==> config.mk <==
export PLATFORM = sky130hd
export DESIGN_NAME = ssm_sync_tx
export DESIGN_NICKNAME = d
export VERILOG_FILES = /design/src/rtl/ssm_pkg.sv /design/src/rtl/ssm_baud_gen.sv /design/src/rtl/ssm_sync_tx.sv
export SDC_FILE = /design/constraint.sdc
export NUM_CORES = 1
export LEC_CHECK = 0
export CAP_MARGIN = 20
export CELL_PAD_IN_SITES_DETAIL_PLACEMENT = 0
export CELL_PAD_IN_SITES_GLOBAL_PLACEMENT = 1
export CORE_MARGIN = 2
export CORE_UTILIZATION = 45
export CTS_CLUSTER_DIAMETER = 80
export DETAILED_ROUTE_END_ITERATION = 10
export DONT_BUFFER_PORTS = 1
export PLACE_DENSITY_LB_ADDON = 0.1
export SLEW_MARGIN = 20
export SYNTH_ARGS = -nofsm -noshare
export SYNTH_HDL_FRONTEND = slang
export SYNTH_SLANG_ARGS = --single-unit
==> constraint.sdc <==
create_clock -name MCLK -period 1.86 [get_ports MCLK]
set_input_delay 0.093 -clock MCLK [delete_from_list [all_inputs] [get_ports MCLK]]
set_output_delay 0.093 -clock MCLK [all_outputs]
set_load 0.02 [all_outputs]
==> src/rtl/ssm_pkg.sv <==
// ****************************************************************
// shared constants and types
// ****************************************************************
package ssm_pkg;

    localparam int          DATA_W        = 8;
    localparam int          ADDR_W        = 9;

    // register byte addresses
    localparam logic [8:0]  ADR_INTCTL    = 9'h00b;
    localparam logic [8:0]  ADR_IRQFLG    = 9'h00c;
    localparam logic [8:0]  ADR_RXCTL     = 9'h018;
    localparam logic [8:0]  ADR_TXBUF     = 9'h019;
    localparam logic [8:0]  ADR_RXDATA    = 9'h01a;
    localparam logic [8:0]  ADR_IRQEN     = 9'h08c;
    localparam logic [8:0]  ADR_TXCTL     = 9'h098;
    localparam logic [8:0]  ADR_BAUD      = 9'h099;

    // values after reset
    localparam logic [7:0]  RST_INTCTL    = 8'h00;
    localparam logic [7:0]  RST_IRQFLG    = 8'h00;
    localparam logic [7:0]  RST_RXCTL     = 8'h00;
    localparam logic [7:0]  RST_TXBUF     = 8'h00;
    localparam logic [7:0]  RST_IRQEN     = 8'h00;
    localparam logic [7:0]  RST_TXCTL     = 8'h02;
    localparam logic [7:0]  RST_BAUD      = 8'h00;

    // field positions
    localparam int          TX_BUFFER_EMPTY_FLAG_BIT      = 4;
    localparam int          TX_BUFFER_EMPTY_IRQ_ENABLE_BIT      = 4;
    localparam logic [7:0]  RXCTL_WMASK   = 8'hf0;
    localparam logic [7:0]  TXCTL_WMASK   = 8'hf5;

    // clock cycles per instruction cycle
    localparam int          TCY_DIV       = 4;
    localparam int          TCY_CNT_W     = 2;

    // last bit index of a word
    localparam logic [3:0]  LAST_IDX_8    = 4'h7;
    localparam logic [3:0]  LAST_IDX_9    = 4'h8;

    typedef struct packed {
        logic clock_source_master;
        logic nine_bit_tx_select;
        logic tx_enable;
        logic synchronous_select;
        logic rsvd;
        logic high_speed;
        logic tx_shift_empty;
        logic ninth_tx_bit;
    } ssm_txctl_t;

    typedef struct packed {
        logic serial_port_enable;
        logic nine_bit_rx_select;
        logic single_rx_enable;
        logic continuous_rx_enable;
        logic [3:0] rsvd;
    } ssm_rxctl_t;

    typedef enum logic [2:0] {
        SSM_OFF = 3'b001,
        SSM_TX  = 3'b010,
        SSM_RX  = 3'b100
    } ssm_mode_t;

endpackage

==> src/rtl/ssm_baud_gen.sv <==
`timescale 1ns/1ps
// ****************************************************************
// baud generator: one tick every divisor+1 steps
// ****************************************************************
module ssm_baud_gen #(
    parameter int W = 8
) (
    input  wire logic         clk,
    input  wire logic         rst_n,
    input  wire logic         hold,
    input  wire logic         step_en,
    input  wire logic [W-1:0] divisor,
    output logic              tick
);

    logic [W-1:0] cnt_reg;

    always_ff @(posedge clk or negedge rst_n) begin
        if (!rst_n) begin
            cnt_reg <= '0;
        end else if (hold) begin
            cnt_reg <= '0;
        end else if (step_en) begin
            if (cnt_reg == divisor) begin
                cnt_reg <= '0;
            end else begin
                cnt_reg <= cnt_reg + W'(1);
            end
        end
    end

    always_ff @(posedge clk or negedge rst_n) begin
        if (!rst_n) begin
            tick <= 1'b0;
        end else begin
            tick <= !hold && step_en && (cnt_reg == divisor);
        end
    end

    AST_BAUD_HOLD: assert property (@(posedge clk) disable iff (!rst_n)
        hold |=> (cnt_reg == '0) && !tick)
        else $error("baud generator runs while held");

endmodule

==> src/rtl/ssm_sync_tx.sv <==
`timescale 1ns/1ps
// ****************************************************************
// ****************************************************************
module ssm_sync_tx (
    input  wire logic                         MCLK,
    input  wire logic                         ARST_N,
    input  wire logic [ssm_pkg::ADDR_W-1:0]   ADDR,
    input  wire logic [ssm_pkg::DATA_W-1:0]   WDATA,
    input  wire logic                         WR,
    input  wire logic                         RD,
    output logic      [ssm_pkg::DATA_W-1:0]   RDATA,
    output logic                              CK_O,
    output logic                              CK_OE,
    input  wire logic                         DT_I,
    output logic                              DT_O,
    output logic                              DT_OE,
    output logic                              TX_IRQ
);

    // ****************************************************************
    // registers
    // ****************************************************************
    logic [7:0]                       intctl_reg;
    logic [7:0]                       irqflg_reg;
    logic                             tx_buffer_empty_flag_reg;
    logic [7:0]                       irqen_reg;
    ssm_pkg::ssm_rxctl_t              rxctl_reg;
    ssm_pkg::ssm_txctl_t              txctl_reg;
    logic [7:0]                       baud_reg;
    logic [7:0]                       txbuf_reg;
    logic                             buf_full_reg;
    logic [7:0]                       rxdata_reg;

    logic [8:0]                       tsr_reg;
    logic                             tsr_full_reg;
    logic                             tsr_nine_reg;
    logic [3:0]                       bit_idx_reg;
    logic [3:0]                       rx_idx_reg;
    logic [7:0]                       rx_shift_reg;
    logic                             ck_reg;
    logic                             dt_s1_reg;
    logic                             dt_s2_reg;
    logic [ssm_pkg::TCY_CNT_W-1:0]    tcy_cnt_reg;
    logic                             tcy_en_reg;
    ssm_pkg::ssm_mode_t               mode_reg;
    ssm_pkg::ssm_mode_t               mode_next;

    logic wr_txbuf;
    logic port_on;
    logic baud_hold;
    logic tick;
    logic shifting;
    logic rx_act;
    logic rise;
    logic fall;
    logic tx_last;
    logic rx_last;
    logic rx_done;
    logic load;
    logic tx_reset;

    function automatic logic [3:0] last_idx(input logic nine);
        return nine ? ssm_pkg::LAST_IDX_9 : ssm_pkg::LAST_IDX_8;
    endfunction

    assign wr_txbuf = WR && (ADDR == ssm_pkg::ADR_TXBUF);

    // ****************************************************************
    // port mode
    // ****************************************************************
    // slave mode is not built, so the port needs the master bit to run
    assign port_on = rxctl_reg.serial_port_enable && txctl_reg.synchronous_select
                  && txctl_reg.clock_source_master;

    always_comb begin
        mode_next = ssm_pkg::SSM_OFF;
        if (port_on) begin
            if (rxctl_reg.continuous_rx_enable || rxctl_reg.single_rx_enable) begin
                mode_next = ssm_pkg::SSM_RX;
            end else if (txctl_reg.tx_enable) begin
                mode_next = ssm_pkg::SSM_TX;
            end
        end
    end

    always_ff @(posedge MCLK or negedge ARST_N) begin
        if (!ARST_N) begin
            mode_reg <= ssm_pkg::SSM_OFF;
        end else begin
            mode_reg <= mode_next;
        end
    end

    // ****************************************************************
    // instruction cycle and baud generator
    // ****************************************************************
    always_ff @(posedge MCLK or negedge ARST_N) begin
        if (!ARST_N) begin
            tcy_cnt_reg <= '0;
            tcy_en_reg  <= 1'b0;
        end else begin
            tcy_en_reg  <= (tcy_cnt_reg == ssm_pkg::TCY_CNT_W'(ssm_pkg::TCY_DIV - 1));
            tcy_cnt_reg <= tcy_cnt_reg + ssm_pkg::TCY_CNT_W'(1);
        end
    end

    assign baud_hold = !port_on || !(txctl_reg.tx_enable || rxctl_reg.continuous_rx_enable
                                     || rxctl_reg.single_rx_enable);

    ssm_baud_gen #(
        .W       (8)
    ) u_baud (
        .clk     (MCLK),
        .rst_n   (ARST_N),
        .hold    (baud_hold),
        .step_en (tcy_en_reg),
        .divisor (baud_reg),
        .tick    (tick)
    );

    assign shifting = (mode_reg == ssm_pkg::SSM_TX) && tsr_full_reg;
    assign rx_act   = (mode_reg == ssm_pkg::SSM_RX);
    assign rise     = tick && !ck_reg && (shifting || rx_act);
    assign fall     = tick && ck_reg && (shifting || rx_act);

    // clock only toggles while a word moves; parks low otherwise
    always_ff @(posedge MCLK or negedge ARST_N) begin
        if (!ARST_N) begin
            ck_reg <= 1'b0;
        end else if (mode_reg == ssm_pkg::SSM_OFF) begin
            ck_reg <= 1'b0;
        end else if (rise || fall) begin
            ck_reg <= !ck_reg;
        end
    end

    // ****************************************************************
    // transmitter
    // ****************************************************************
    assign tx_reset = !txctl_reg.tx_enable;
    assign tx_last  = bit_idx_reg == last_idx(tsr_nine_reg);
    // the reload rides on the final fall so consecutive words leave no gap
    // no transfer while the enable is already low, or the flag would set with nothing loaded
    assign load     = !tx_reset
                   && ((mode_reg == ssm_pkg::SSM_TX) && buf_full_reg && tcy_en_reg && !tsr_full_reg
                       || shifting && fall && tx_last && buf_full_reg);

    always_ff @(posedge MCLK or negedge ARST_N) begin
        if (!ARST_N) begin
            tsr_reg      <= '0;
            tsr_full_reg <= 1'b0;
            tsr_nine_reg <= 1'b0;
            bit_idx_reg  <= '0;
        end else if (tx_reset) begin
            tsr_full_reg <= 1'b0;
            bit_idx_reg  <= '0;
        end else if (load) begin
            // ninth bit is taken as it stands now, so it must be written first
            tsr_reg      <= {txctl_reg.ninth_tx_bit && txctl_reg.nine_bit_tx_select, txbuf_reg};
            tsr_nine_reg <= txctl_reg.nine_bit_tx_select;
            tsr_full_reg <= 1'b1;
            bit_idx_reg  <= '0;
        end else if (shifting && fall) begin
            if (tx_last) begin
                tsr_full_reg <= 1'b0;
                bit_idx_reg  <= '0;
            end else begin
                bit_idx_reg  <= bit_idx_reg + 4'h1;
            end
        end
    end

    always_ff @(posedge MCLK or negedge ARST_N) begin
        if (!ARST_N) begin
            txbuf_reg    <= ssm_pkg::RST_TXBUF;
            buf_full_reg <= 1'b0;
        end else if (wr_txbuf) begin
            txbuf_reg    <= WDATA;
            buf_full_reg <= 1'b1;
        end else if (load) begin
            buf_full_reg <= 1'b0;
        end
    end

    // a write in the same cycle as a transfer refills the buffer, so it stays clear
    always_ff @(posedge MCLK or negedge ARST_N) begin
        if (!ARST_N) begin
            tx_buffer_empty_flag_reg <= 1'b0;
        end else if (wr_txbuf) begin
            tx_buffer_empty_flag_reg <= 1'b0;
        end else if (load) begin
            tx_buffer_empty_flag_reg <= 1'b1;
        end
    end

    // ****************************************************************
    // receive bit counting and sampling
    // ****************************************************************
    always_ff @(posedge MCLK or negedge ARST_N) begin
        if (!ARST_N) begin
            dt_s1_reg <= 1'b0;
            dt_s2_reg <= 1'b0;
        end else begin
            dt_s1_reg <= DT_I;
            dt_s2_reg <= dt_s1_reg;
        end
    end

    assign rx_last = rx_idx_reg == last_idx(rxctl_reg.nine_bit_rx_select);
    assign rx_done = rx_act && fall && rx_last;

    always_ff @(posedge MCLK or negedge ARST_N) begin
        if (!ARST_N) begin
            rx_idx_reg   <= '0;
            rx_shift_reg <= '0;
            rxdata_reg   <= '0;
        end else if (!rx_act) begin
            rx_idx_reg   <= '0;
        end else if (fall) begin
            if (rx_idx_reg < ssm_pkg::LAST_IDX_9) begin
                rx_shift_reg <= {dt_s2_reg, rx_shift_reg[7:1]};
            end
            if (rx_last) begin
                rx_idx_reg <= '0;
                rxdata_reg <= (rx_idx_reg == ssm_pkg::LAST_IDX_8) ? {dt_s2_reg, rx_shift_reg[7:1]}
                                                                   : rx_shift_reg;
            end else begin
                rx_idx_reg <= rx_idx_reg + 4'h1;
            end
        end
    end

    // ****************************************************************
    // register writes
    // ****************************************************************
    always_ff @(posedge MCLK or negedge ARST_N) begin
        if (!ARST_N) begin
            intctl_reg <= ssm_pkg::RST_INTCTL;
            irqflg_reg <= ssm_pkg::RST_IRQFLG;
            irqen_reg  <= ssm_pkg::RST_IRQEN;
            baud_reg   <= ssm_pkg::RST_BAUD;
            txctl_reg  <= ssm_pkg::RST_TXCTL & ssm_pkg::TXCTL_WMASK;
        end else if (WR) begin
            unique case (ADDR)
                ssm_pkg::ADR_INTCTL: intctl_reg <= WDATA;
                ssm_pkg::ADR_IRQFLG: irqflg_reg <= WDATA;
                ssm_pkg::ADR_IRQEN:  irqen_reg  <= WDATA;
                ssm_pkg::ADR_BAUD:   baud_reg   <= WDATA;
                ssm_pkg::ADR_TXCTL:  txctl_reg  <= WDATA & ssm_pkg::TXCTL_WMASK;
                default: ;
            endcase
        end
    end

    // a software set of single receive beats the hardware clear in one cycle
    always_ff @(posedge MCLK or negedge ARST_N) begin
        if (!ARST_N) begin
            rxctl_reg <= ssm_pkg::RST_RXCTL;
        end else if (WR && ADDR == ssm_pkg::ADR_RXCTL) begin
            rxctl_reg <= WDATA & ssm_pkg::RXCTL_WMASK;
        end else if (rx_done && !rxctl_reg.continuous_rx_enable) begin
            rxctl_reg.single_rx_enable <= 1'b0;
        end
    end

    // ****************************************************************
    // register reads
    // ****************************************************************
    always_ff @(posedge MCLK or negedge ARST_N) begin
        if (!ARST_N) begin
            RDATA <= '0;
        end else if (RD) begin
            unique case (ADDR)
                ssm_pkg::ADR_INTCTL: RDATA <= intctl_reg;
                ssm_pkg::ADR_IRQFLG: RDATA <= {irqflg_reg[7:5], tx_buffer_empty_flag_reg, irqflg_reg[3:0]};
                ssm_pkg::ADR_RXCTL:  RDATA <= rxctl_reg;
                ssm_pkg::ADR_TXBUF:  RDATA <= txbuf_reg;
                ssm_pkg::ADR_RXDATA: RDATA <= rxdata_reg;
                ssm_pkg::ADR_IRQEN:  RDATA <= irqen_reg;
                ssm_pkg::ADR_TXCTL:  RDATA <= {txctl_reg[7:2], !tsr_full_reg, txctl_reg[0]};
                ssm_pkg::ADR_BAUD:   RDATA <= baud_reg;
                default:             RDATA <= '0;
            endcase
        end else begin
            RDATA <= '0;
        end
    end

    // ****************************************************************
    // pins and request
    // ****************************************************************
    always_ff @(posedge MCLK or negedge ARST_N) begin
        if (!ARST_N) begin
            DT_O   <= 1'b0;
            DT_OE  <= 1'b0;
            CK_O   <= 1'b0;
            CK_OE  <= 1'b0;
            TX_IRQ <= 1'b0;
        end else begin
            if (tx_reset) begin
                DT_O <= 1'b0;
            end else if (shifting && rise) begin
                DT_O <= tsr_reg[bit_idx_reg];
            end
            DT_OE  <= (mode_next == ssm_pkg::SSM_TX);
            CK_O   <= ck_reg;
            CK_OE  <= (mode_next != ssm_pkg::SSM_OFF);
            TX_IRQ <= tx_buffer_empty_flag_reg && irqen_reg[ssm_pkg::TX_BUFFER_EMPTY_IRQ_ENABLE_BIT];
        end
    end

    // ****************************************************************
    // checks
    // ****************************************************************
    AST_HALF_DUPLEX: assert property (@(posedge MCLK) disable iff (!ARST_N)
        (mode_next == ssm_pkg::SSM_RX) |=> !DT_OE && !shifting)
        else $error("data driven while receiving");
    AST_PINS_GIVEN: assert property (@(posedge MCLK) disable iff (!ARST_N)
        !rxctl_reg.serial_port_enable |=> !DT_OE && !CK_OE)
        else $error("pins driven with port disabled");
    AST_LOAD_FLAG: assert property (@(posedge MCLK) disable iff (!ARST_N)
        load && !wr_txbuf |=> tx_buffer_empty_flag_reg && tsr_full_reg && !buf_full_reg)
        else $error("transfer did not empty buffer");
    AST_FLAG_STICKY: assert property (@(posedge MCLK) disable iff (!ARST_N)
        tx_buffer_empty_flag_reg && !wr_txbuf |=> tx_buffer_empty_flag_reg)
        else $error("empty flag cleared without buffer write");
    AST_NO_SHIFT_IDLE: assert property (@(posedge MCLK) disable iff (!ARST_N)
        !tsr_full_reg && !load |=> !tsr_full_reg && $stable(bit_idx_reg))
        else $error("shifter moved without data");
    AST_BACK2BACK: assert property (@(posedge MCLK) disable iff (!ARST_N)
        shifting && fall && tx_last && buf_full_reg && !tx_reset |-> load ##1 tsr_full_reg)
        else $error("gap between consecutive words");
    AST_ABORT_TX: assert property (@(posedge MCLK) disable iff (!ARST_N)
        $fell(txctl_reg.tx_enable) && !rx_act |=> !DT_OE && !tsr_full_reg ##1 !CK_OE)
        else $error("transmit not aborted");
    AST_RX_ABORT: assert property (@(posedge MCLK) disable iff (!ARST_N)
        port_on && rxctl_reg.continuous_rx_enable |=> CK_OE && !DT_OE)
        else $error("receive did not take the pins");
    AST_SINGLE_END: assert property (@(posedge MCLK) disable iff (!ARST_N)
        rx_done && !rxctl_reg.continuous_rx_enable && !WR && txctl_reg.tx_enable
        |=> !rxctl_reg.single_rx_enable ##1 DT_OE)
        else $error("single receive did not end");
    AST_NINTH: assert property (@(posedge MCLK) disable iff (!ARST_N)
        load && !tx_reset |=> tsr_reg[8] == $past(txctl_reg.ninth_tx_bit && txctl_reg.nine_bit_tx_select))
        else $error("ninth bit not captured");
    AST_LSB_FIRST: assert property (@(posedge MCLK) disable iff (!ARST_N)
        shifting && rise && (bit_idx_reg == 4'h0) && !tx_reset |=> DT_O == tsr_reg[0])
        else $error("first bit is not bit zero");

endmodule

==> summary.md, run 1 <==
| Metric | Value |
|---|---|
| Outcome | `complete, but fails checks` |
| Violations in the final reports | `negative hold slack` |
| Startpoint of the lowest-slack register-to-register path | `mode_reg[2]` |
| Highest Clock Rate | `553.3 MHz` |
| Post-route DRC violation count | `0` |
| Largest area contributor in the synthesized netlist | `sky130_fd_sc_hd__dfrtp_1` |
| Final total power | `5.661 mW` |
| Setup crit start kind | `flop` |
| Reg2Reg Capture Point | `tsr_reg[3]` |
| Startpoint of the most critical setup path | `mode_reg[2]` |
| Number of flip-flops under the largest register name | `9` |
| Aggregate global routing overflow | `0` |
| Total I/O pin count | `35` |
| Worst reg2reg setup slack | `0.05 ns` |
| Number of global-route vias before repair | `3881` |
| Sequential-to-total area share from yosys stat | `52.78%` |
| Rows | `40` |
| Share of synthesized registers carrying an async set or reset | `100.0%` |
| Total clock buffers created by CTS | `17` |
| Capturing element of the worst setup path | `tsr_reg[3]` |
| Predominant post-synthesis flop cell | `sky130_fd_sc_hd__dfrtp_1` |
| Number of enable flip-flop cells after synthesis | `0` |
| Final hold vios | `117` |
| Skew final | `0.007294 ns` |
| Remaining number of nets flagged by the antenna check after routing | `0` |
| Area grow syn2layout | `19.77%` |
| Share of the core filled with cells in the final layout | `55.33%` |
| Tightest hold margin | `-0.6267 ns` |
| DR pass1 iterations | `4` |
| H-tree lvl count | `4` |
| CP arrival | `2.10 ns` |
| Maximum clock insertion buffer count | `2` |
| Wire length of the first global-routing pass | `21.42 mm` |
| DP Cell Count | `601` |
| Overall global routing resource usage | `21.58%` |
| Shortest clock period the worst path allows after layout | `1.807 ns` |
| Core footprint | `12010 um2` |
| Net count after synthesis | `463` |
| Number of fillers in the final layout | `1030` |
| Via total after detailed routing | `3749` |
| HP Class | `input pin to async pin` |
| Fraction of synthesized cell area taken by the top area cell type | `52.31%` |
| Quantity of I/O buffers inserted on ports | `0` |
| Post-route fraction of the period consumed by the critical path | `97.17%` |
| Critical Path RT | `2.15 ns` |
| Initial cell density of the core | `46.20%` |
| Layout net count | `514` |
| Die Wd | `115.0 um` |
| Worst voltage drop across the vdd grid | `0.5896 mV` |
| Largest cells by area after synthesis | `sky130_fd_sc_hd__dfrtp_1 (52%), sky130_fd_sc_hd__mux2_2 (16%), sky130_fd_sc_hd__mux4_2 (2.0%)` |
| Number of vias per cell | `5.785` |
| Yosys warning total | `0` |
| P_leak | `3.002 nW` |
| Type of the worst setup path | `flop to flop` |
| Kind of end point of the critical path | `flop` |
| Post-layout instance count excluding filler cells | `648` |
| Count of endpoints failing setup in the final report | `0` |
| Total detailed-routing wirelength | `13.11 mm` |
| Number of register bits inferred by synthesis | `117` |
| Power density relative to cell area | `851.7 nW/um2` |
| Average instance area after synthesis | `12.70 um2` |
| Chip height | `115.0 um` |
| Register-to-Register Path Depth | `4` |
| Fraction of final layout cells with drive strength greater than 1 | `35.13%` |
| Diodes inserted | `0` |
| Mapped cell area | `5549 um2` |
| Maximum fanout along the worst path | `8` |
| Weighted congestion reported at the end of routability-driven placement | `0.7881` |
| Clock latency at the later pin of the worst-skew pair | `0.41 ns` |
| Post-detailed-route wirelength per cell | `20.23 um` |
| # hold bufs at CTS | `13` |
| Clock transition time at the flip-flop clock pins of the worst setup and hold paths | `0.05 ns` |
| Number of sinks handled by clock tree synthesis | `117` |
| Worst Max-Slew Pin Slew | `0.7257 ns` |
| Clock tree from TritonCTS | `yes` |
| Distinct cell type count after synthesis | `62` |
| Buffer cell driving the clock tree root | `sky130_fd_sc_hd__clkbuf_16` |
| Overall die area | `13240 um2` |
| Max-Slew Margin vs Limit | `51.29%` |
| Reported max-cap violation count | `0` |
| Initial antenna violation count | `0` |
| DRC marker count from the first detailed-route iteration | `326` |
| Pin count of the biggest net entering global routing | `118` |
| Number of pins exceeding their max-slew limit in the final report | `0` |
| Post-DP HPWL | `8.741 mm` |
| Post-Synthesis Cells | `437` |
| Unrepaired setup endpoints after global routing | `true` |
routing by layer:
| metal | up-vias | wire [um] | global-route usage (%) |
|---|---|---|---|
| li1 | 1752 | - | - |
| met5 | - | 0 | 0 |
| met2 | 66 | 6128 | 32.55 |
| met3 | 17 | 487 | 5.957 |
| met4 | 0 | 224 | 7.229 |
| met1 | 1914 | 6267 | 30.32 |
placed cells by master, fill, tap and decap left out, drive strengths merged, types with 5 or more instances in the layout:
master	count
clkbuf	19
xnor2	10
nor3	7
clkinvlp	7
mux2	84
nand3	10
a31oi	5
inv	13
clkinv	6
a21oi	7
dlygate4sd3	13
a22oi	10
dfrtp	116
o21ai	16
nand2	27
mux4	5
nand4	10
nor4	7
nor3b	7
buf	30
nor2	13
mux2i	10
metrics by stage:
| stage | setup TNS [ns] | instance area [um2] | hold slack [ns] | worst slack [ns] |
|---|---|---|---|---|
| global placement | -0.6495 | 5898 | -0.2003 | -0.08933 |
| detailed placement | -2.015 | 5898 | -0.1996 | -0.2684 |
| finish | 0 | 6646 | -0.6267 | 0.05262 |
| CTS | 0 | 6578 | -0.6442 | 0.01159 |
| global route | -0.002035 | 6646 | -0.6520 | -0.001089 |
| floorplan | 0 | 5562 | -0.2026 | 0.009055 |
repair_timing:
action / CTS / global route
buffers inserted: 0 / 1
cloned: 0 / 1
pin swaps: 1 / 0
gates resized for setup: 4 / 9
endpoints found under the setup margin: 15 / 18
endpoints found under the hold margin: 173 / 117
kinds of logic after synthesis:
group	count (synthesis)	synth area share [%]
DFF	117	52.78
and+or+nand+nor	111	12.36
muxes	99	21.35
AOI/OAI and AO/OA	68	8.501
buffers and inverters	25	2.052
xor gates and xnor gates	13	2.052
adders and majority gates	4	0.9020
worst max-delay path: stages (launching register included):
cell,delay [ns]
sky130_fd_sc_hd__dfrtp_2,0.43
sky130_fd_sc_hd__and4bb_2,0.37
sky130_fd_sc_hd__nand3_4,0.10
sky130_fd_sc_hd__o41a_4,0.50
sky130_fd_sc_hd__mux2_2,0.29
cell usage after synthesis, drive strengths merged, types with 4 or more instances:
library cell	number
a21oi	7
nand4	10
a22oi	10
clkbuf	5
a31oi	5
buf	7
mux2	84
xnor2	10
nor3b	7
inv	13
mux2i	10
nor4b	4
mux4	5
ha	4
nor2	13
nor4	7
nand2	27
dfrtp	116
nor2b	4
nand3	10
nor3	7
nand2b	4
o21ai	16
how the worst min path moves through the flow:
stage                start         endpoint  slack [ns]  depth (start not counted)
detailed placement  ARST_N  rx_shift_reg[7]       -0.20                          0
CTS                 ARST_N         RDATA[7]       -0.64                          0
global route        ARST_N  rx_shift_reg[7]       -0.65                          0
floorplan           ARST_N             CK_O       -0.20                          0
finish              ARST_N  rx_shift_reg[6]       -0.63                          0
global placement    ARST_N  rx_shift_reg[6]       -0.20                          0
layout make-up:
cell class / count / area (um2) / share of cell area (%)
well taps: 147 / 183.9 / 2.767
multi-input cells: 296 / 2596 / 39.06
clock buffers: 19 / 442.9 / 6.664
inverters: 13 / 48.80 / 0.7342
clock inverters: 13 / 86.33 / 1.299
repair buffers: 43 / 355.3 / 5.346
flip-flops and latches: 117 / 2933 / 44.13
report_power, final:
part | switching [mW] | internal (mW)
clock | 1.17 | 1.72
combinational | 0.0821 | 0.0888
sequential | 0.0245 | 2.58
total | 1.27 | 4.39
Note: power is estimated with default switching activity, not from simulation.
==> inputs of run 2 (changes only) <==
Settings changed: CELL_PAD_IN_SITES_DETAIL_PLACEMENT 0 to 1.
==> run 2 against run 1 <==
  * The run still ends with negative hold slack left
  * Routed wire length rose by 9.1%
  * Hold slack worse by 0.0033 ns
  * Largest cell class unchanged
  * Clock skew down 0.0014 ns
  * Critical path depth unchanged
  * Clock power up 14%
  * Register-to-register slack about the same
  * Power rose by 7.2%
==> summary.md, run 2 (synthesis results as in run 1) <==
| Metric | Value |
|---|---|
| Reg2Reg Capture Point | `tsr_reg[0]` |
| Reg power frac | `42.9% (-3.1 points)` |
| Area grow syn2layout | `20.86%` |
| Diodes inserted | `0 (unchanged)` |
| Total I/O pin count | `35 (unchanged)` |
| Clock tree from TritonCTS | `yes` |
| Startpoint of the lowest-slack register-to-register path | `mode_reg[2]` |
| Register-to-Register Path Depth | `4 (unchanged)` |
| H-tree lvl count | `4 (unchanged)` |
| Quantity of I/O buffers inserted on ports | `0 (unchanged)` |
| Via total after detailed routing | `3809 (+1.6%)` |
| Clock network fraction of design power | `54.2% (+3.2 points)` |
| Number of flip-flops under the largest register name | `9 (unchanged)` |
| Die Wd | `115.0 um (unchanged)` |
| Violations in the final reports | `negative hold slack` |
| Commonest non-fill, non-tap cell in the layout | `sky130_fd_sc_hd__dfrtp_1` |
| Number of vias per cell | `5.878 (+1.6%)` |
| Reported max-cap violation count | `0 (unchanged)` |
| Shortest clock period the worst path allows after layout | `1.820 ns (+0.01230 ns)` |
| Number of sinks handled by clock tree synthesis | `117 (unchanged)` |
| Pre-CTS worst setup slack | `-0.2532 ns (+0.01520 ns)` |
| Critical Path RT | `2.16 ns (about the same)` |
| Final hold vios | `117 (unchanged)` |
| Post-detailed-route wirelength per cell | `22.08 um (+9.1%)` |
| Wire length of the first global-routing pass | `22.92 mm (+7.0%)` |
| Layout net count | `515 (+0.19%)` |
| Initial cell density of the core | `46.20% (unchanged)` |
| Initial antenna violation count | `0 (unchanged)` |
| Buffer cell driving the clock tree root | `sky130_fd_sc_hd__clkbuf_16` |
| Fraction of power spent switching nets | `20.44% (-2.1 points)` |
| Highest Clock Rate | `549.5 MHz (-0.68%)` |
| Most frequent cells in the layout | `sky130_fd_sc_hd__dfrtp_1 (113), sky130_fd_sc_hd__mux2_2 (77), sky130_fd_sc_hd__buf_4 (31)` |
| Count of endpoints failing setup in the final report | `0 (unchanged)` |
| Total clock buffers created by CTS | `17 (unchanged)` |
| Cells along the critical path | `and4bb_2 -> nand3_2 -> o41a_4 -> mux2_2` |
| Delay of the slowest cell on the worst path | `0.52 ns (+0.02 ns)` |
| Worst voltage drop across the vdd grid | `0.8245 mV (+40%)` |
| Non-Filler Cell Area, Final | `6706 um2 (+0.90%)` |
| Skew final | `0.005854 ns (-0.001440 ns)` |
| DRC marker count from the first detailed-route iteration | `259 (-21%)` |
| DR pass1 iterations | `4 (unchanged)` |
| Pin count of the biggest net entering global routing | `118 (unchanged)` |
| Final total power | `6.069 mW (+7.2%)` |
| Overall global routing resource usage | `23.33% (+1.7 points)` |
| Total detailed-routing wirelength | `14.31 mm (+9.1%)` |
| Number of pins exceeding their max-slew limit in the final report | `0 (unchanged)` |
| Weighted congestion reported at the end of routability-driven placement | `0.7881 (unchanged)` |
| Chip height | `115.0 um (unchanged)` |
| Outcome | `complete, but fails checks` |
| Area of combinational cells with multiple inputs | `2586 um2 (-0.39%)` |
| CP arrival | `2.12 ns (+0.02 ns)` |
| Critical-path top delay cell | `sky130_fd_sc_hd__o41a_4` |
| HP Class | `input pin to async pin` |
| Post-route DRC violation count | `0 (unchanged)` |
| Post-route fraction of the period consumed by the critical path | `97.83% (+0.66 points)` |
| Cell-internal power | `4.829 mW (+10%)` |
| Setup crit start kind | `flop` |
| Maximum fanout along the worst path | `6 (-2)` |
| Worst reg2reg setup slack | `0.04 ns (about the same)` |
| Maximum clock insertion buffer count | `2 (unchanged)` |
| Type of the worst setup path | `flop to flop` |
| Aggregate global routing overflow | `0 (unchanged)` |
| Kind of end point of the critical path | `flop` |
| Post-DP HPWL | `9.545 mm (+9.2%)` |
| Worst Max-Slew Pin Slew | `0.7933 ns (+0.06761 ns)` |
| Final Worst Setup Slack | `0.04032 ns (-0.01230 ns)` |
| Rows | `40 (unchanged)` |
| # hold bufs at CTS | `13 (unchanged)` |
| Fraction of final layout cells with drive strength greater than 1 | `34.93% (-0.20 points)` |
| Storage element area | `2933 um2 (unchanged)` |
| Number of global-route vias before repair | `4091 (+5.4%)` |
| Placed Instance Area | `5898 um2 (unchanged)` |
| Overall die area | `13240 um2 (unchanged)` |
| Clock transition time at the flip-flop clock pins of the worst setup and hold paths | `0.05 ns (about the same)` |
| Max-Slew Margin vs Limit | `46.76% (-4.5 points)` |
| Combinational group share of total power | `2.9% (about the same)` |
| Clock latency at the later pin of the worst-skew pair | `0.42 ns (about the same)` |
| P_leak | `3.048 nW (+1.5%)` |
| Sw Pwr | `1.241 mW (-2.6%)` |
| Tightest hold margin | `-0.6300 ns (-0.003348 ns)` |
| Core footprint | `12010 um2 (unchanged)` |
| Number of fillers in the final layout | `1190 (+16%)` |
| Remaining number of nets flagged by the antenna check after routing | `0 (unchanged)` |
| Power density relative to cell area | `905.0 nW/um2 (+6.3%)` |
run 2: worst max-delay path by stage:
stage | startpoint | to | slack (ns) | cells past startpoint
3_5_place_dp | txctl_reg[7] | u_baud.cnt_reg[2] | -0.25 | 4
2_1_floorplan | bit_idx_reg[0] | tsr_nine_reg | 0.009 | 5
4_1_cts | mode_reg[2] | tsr_reg[0] | 0.005 | 4
3_3_place_gp | txctl_reg[7] | u_baud.cnt_reg[2] | -0.09 | 4
6_report | mode_reg[2] | tsr_reg[0] | 0.04 | 4
5_1_grt | mode_reg[2] | tsr_reg[7] | -0.008 | 4
run 2: metrics by stage:
| step | setup TNS [ns] | utilization [%] | std cells |
|---|---|---|---|
| 6_report | 0 | 55.83 | 648 |
| 4_1_cts | 0 | 55.50 | 646 |
| 3_3_place_gp | -0.6495 | 49.10 | 601 |
| 5_1_grt | -0.01900 | 55.83 | 648 |
| 3_5_place_dp | -1.947 | 49.10 | 601 |
| 2_1_floorplan | 0 | - | 437 |
run 2: final cells by class:
class,count,area share [%]
Clock buffer,22,6.922
Clock inverter,9,1.903
Inverter,13,0.7276
Multi-Input combinational cell,296,38.56
Sequential cell,117,43.73
Tap cell,147,2.743
Timing Repair Buffer,44,5.410
run 2: worst max-delay path, delay by kind of cell, from the launching register on:
| kind | cells | cell delay, ns |
|---|---|---|
| AO/OA/AOI/OAI | 1 | 0.52 |
| flip-flops | 1 | 0.44 |
| multiplexers | 1 | 0.30 |
| AND/OR/NAND/NOR | 2 | 0.45 |
run 2: power by group through the flow:
stage	logic [mW]	registers (mW)	clock network (mW)
finish	0.174	2.61	3.29
floorplan	0.106	2.64	0
detailed placement	0.123	2.65	0
global route	0.187	2.61	3.47
CTS	0.172	2.61	3.35
global placement	0.118	2.65	0
run 2: repair_timing:
item,in CTS,in global routing
pin swaps,1,1
cloned,1,0
setup endpoints to repair,23,33
buffers inserted,0,2
resized for setup,6,6
endpoints found under the hold margin,173,117
run 2: routing by layer:
layer	vias to the layer above	global-route usage, %	part of all wire (%)
met1	1990	31.77	46
li1	1748	-	-
met2	53	36.59	49
met5	-	0	0
met3	18	6.009	2.8
met4	0	7.791	1.5
==> inputs of run 3 (changes only) <==
Settings changed: RECOVER_POWER set to 50.
==> run 3 against run 2 <==
  * The run still ends with negative hold slack left
  * Combinational power hardly changed
  * Clock power hardly changed
  * Sequential cell count stayed put
  * Largest cell class unchanged
  * Final cell count stayed put
==> summary.md, run 3 (synthesis results as in run 1) <==
| Metric | Value |
|---|---|
| Wire length of the first global-routing pass | `22.92 mm (unchanged)` |
| Power density relative to cell area | `905.0 nW/um2 (about the same)` |
| Number of flip-flops under the largest register name | `9 (unchanged)` |
| Pre-CTS worst setup slack | `-0.2532 ns (unchanged)` |
| Maximum fanout along the worst path | `6 (unchanged)` |
| Startpoint of the most critical setup path | `mode_reg[2]` |
| Area of combinational cells with multiple inputs | `2586 um2 (unchanged)` |
| Core footprint | `12010 um2 (unchanged)` |
| Reg power frac | `43.0% (about the same)` |
| DR pass1 iterations | `4 (unchanged)` |
| Post-layout instance count excluding filler cells | `648 (unchanged)` |
| Final total power | `6.069 mW (about the same)` |
| Kind of end point of the critical path | `flop` |
| Clock network fraction of design power | `54.2% (about the same)` |
| Shortest clock period the worst path allows after layout | `1.820 ns (unchanged)` |
| Type of the worst setup path | `flop to flop` |
| Startpoint of the lowest-slack register-to-register path | `mode_reg[2]` |
| Chip height | `115.0 um (unchanged)` |
| Reported max-cap violation count | `0 (unchanged)` |
| Clock latency at the later pin of the worst-skew pair | `0.42 ns (about the same)` |
| Tightest hold margin | `-0.6300 ns (unchanged)` |
| Post-route DRC violation count | `0 (unchanged)` |
| Fraction of power spent switching nets | `20.44% (about the same)` |
| Combinational group share of total power | `2.9% (about the same)` |
| Clock transition time at the flip-flop clock pins of the worst setup and hold paths | `0.05 ns (about the same)` |
| Aggregate global routing overflow | `0 (unchanged)` |
| Worst Max-Slew Pin Slew | `0.7933 ns (unchanged)` |
| Initial antenna violation count | `0 (unchanged)` |
| Initial cell density of the core | `46.20% (unchanged)` |
| Clock tree from TritonCTS | `yes` |
| Post-detailed-route wirelength per cell | `22.08 um (unchanged)` |
| HP Class | `input pin to async pin` |
| DP Cell Count | `601 (unchanged)` |
| Area grow syn2layout | `20.86% (unchanged)` |
| Worst reg2reg setup slack | `0.04 ns (about the same)` |
| Buffer cell driving the clock tree root | `sky130_fd_sc_hd__clkbuf_16` |
| Number of sinks handled by clock tree synthesis | `117 (unchanged)` |
| Overall global routing resource usage | `23.33% (unchanged)` |
| Overall die area | `13240 um2 (unchanged)` |
| P_leak | `3.047 nW (about the same)` |
| Reg2Reg Capture Point | `tsr_reg[0]` |
| Total clock buffers created by CTS | `17 (unchanged)` |
| Pin count of the biggest net entering global routing | `118 (unchanged)` |
| Post-route setup TNS | `0 ns (unchanged)` |
| Final Worst Setup Slack | `0.04032 ns (unchanged)` |
| Commonest non-fill, non-tap cell in the layout | `sky130_fd_sc_hd__dfrtp_1` |
| Max-Slew Margin vs Limit | `46.76% (unchanged)` |
| Maximum clock insertion buffer count | `2 (unchanged)` |
| Storage element area | `2933 um2 (unchanged)` |
| Number of fillers in the final layout | `1190 (unchanged)` |
| Capturing element of the worst setup path | `tsr_reg[0]` |
| Number of pins exceeding their max-slew limit in the final report | `0 (unchanged)` |
| Total detailed-routing wirelength | `14.31 mm (unchanged)` |
| Violations in the final reports | `negative hold slack` |
| Worst voltage drop across the vdd grid | `0.8245 mV (unchanged)` |
| Skew final | `0.005854 ns (unchanged)` |
| Critical Path RT | `2.16 ns (about the same)` |
| Count of endpoints failing setup in the final report | `0 (unchanged)` |
| Die Wd | `115.0 um (unchanged)` |
| Number of global-route vias before repair | `4091 (unchanged)` |
| Final hold vios | `117 (unchanged)` |
| Post-route fraction of the period consumed by the critical path | `97.83% (unchanged)` |
| Weighted congestion reported at the end of routability-driven placement | `0.7881 (unchanged)` |
| Highest Clock Rate | `549.5 MHz (unchanged)` |
| Remaining number of nets flagged by the antenna check after routing | `0 (unchanged)` |
| Layout net count | `515 (unchanged)` |
| Diodes inserted | `0 (unchanged)` |
| Quantity of I/O buffers inserted on ports | `0 (unchanged)` |
| Fraction of final layout cells with drive strength greater than 1 | `34.93% (unchanged)` |
| Number of vias per cell | `5.878 (unchanged)` |
| Post-DP HPWL | `9.545 mm (unchanged)` |
| CP arrival | `2.12 ns (about the same)` |
| Rows | `40 (unchanged)` |
| H-tree lvl count | `4 (unchanged)` |
| Sw Pwr | `1.241 mW (about the same)` |
| DRC marker count from the first detailed-route iteration | `259 (unchanged)` |
| Register-to-Register Path Depth | `4 (unchanged)` |
| Outcome | `complete, but fails checks` |
| # hold bufs at CTS | `13 (unchanged)` |
| Setup crit start kind | `flop` |
| Via total after detailed routing | `3809 (unchanged)` |
| Total I/O pin count | `35 (unchanged)` |
| Most frequent cells in the layout | `sky130_fd_sc_hd__dfrtp_1 (113), sky130_fd_sc_hd__mux2_2 (77), sky130_fd_sc_hd__buf_4 (31)` |
| Cell-internal power | `4.829 mW (about the same)` |
## run 3: cell count changes in the layout (fill, tap and decap cells not counted)
cell / change
sky130_fd_sc_hd__and2_0: +1
sky130_fd_sc_hd__and2_1: -1
## run 3: per-layer routing
| metal | up-vias | GRT usage [%] | share of wire, % |
|---|---|---|---|
| li1 | 1748 | - | - |
| met2 | 53 | 36.59 | 49 |
| met1 | 1990 | 31.77 | 46 |
| met5 | - | 0 | 0 |
| met4 | 0 | 7.791 | 1.5 |
| met3 | 18 | 6.009 | 2.8 |
## run 3: stage by stage
| step | util, % | cell area (um2) |
|---|---|---|
| 2_1_floorplan | - | 5562 |
| 3_3_place_gp | 49.10 | 5898 |
| 3_5_place_dp | 49.10 | 5898 |
| 4_1_cts | 55.50 | 6666 |
| 5_1_grt | 55.83 | 6706 |
| 6_report | 55.83 | 6706 |
## run 3: cell type report
| type | count | share of cell area (%) |
|---|---|---|
| repair buffers | 44 | 5.410 |
| multi-input cells | 296 | 38.56 |
| flip-flops and latches | 117 | 43.73 |
| clock inverters | 9 | 1.903 |
| well taps | 147 | 2.743 |
| inverters | 13 | 0.7276 |
| clock buffers | 22 | 6.922 |
## run 3: power groups by stage
stage          combinational (mW)  sequential (mW)  clock, mW
2_1_floorplan               0.106             2.64          0
3_3_place_gp                0.118             2.65          0
3_5_place_dp                0.123             2.65          0
4_1_cts                     0.172             2.61       3.35
5_1_grt                     0.187             2.61       3.47
6_report                    0.174             2.61       3.29
## run 3: how the worst min path moves through the flow
stage,start,to,slack [ns],depth (start not counted)
final,ARST_N,rxdata_reg[7],-0.63,0
after global routing,ARST_N,rx_shift_reg[5],-0.65,0
after CTS,ARST_N,dt_s1_reg,-0.65,0
after detailed placement,ARST_N,rx_shift_reg[6],-0.20,0
after global placement,ARST_N,rx_shift_reg[6],-0.20,0
after floorplan,ARST_N,CK_O,-0.20,0
## run 3: worst max-delay path: stages, from the launching register on
cell and delay, ns:
sky130_fd_sc_hd__dfrtp_2 0.44, sky130_fd_sc_hd__and4bb_2 0.33, sky130_fd_sc_hd__nand3_2 0.12, sky130_fd_sc_hd__o41a_4 0.52, sky130_fd_sc_hd__mux2_2 0.30
## run 3: repair_timing
| action | CTS | global route |
|---|---|---|
| gates cloned | 1 | 0 |
| setup endpoints to repair | 23 | 33 |
| gates resized for setup | 6 | 6 |
| buffers inserted | 0 | 2 |
| pin swaps | 1 | 1 |
| endpoints found under the hold margin | 173 | 117 |
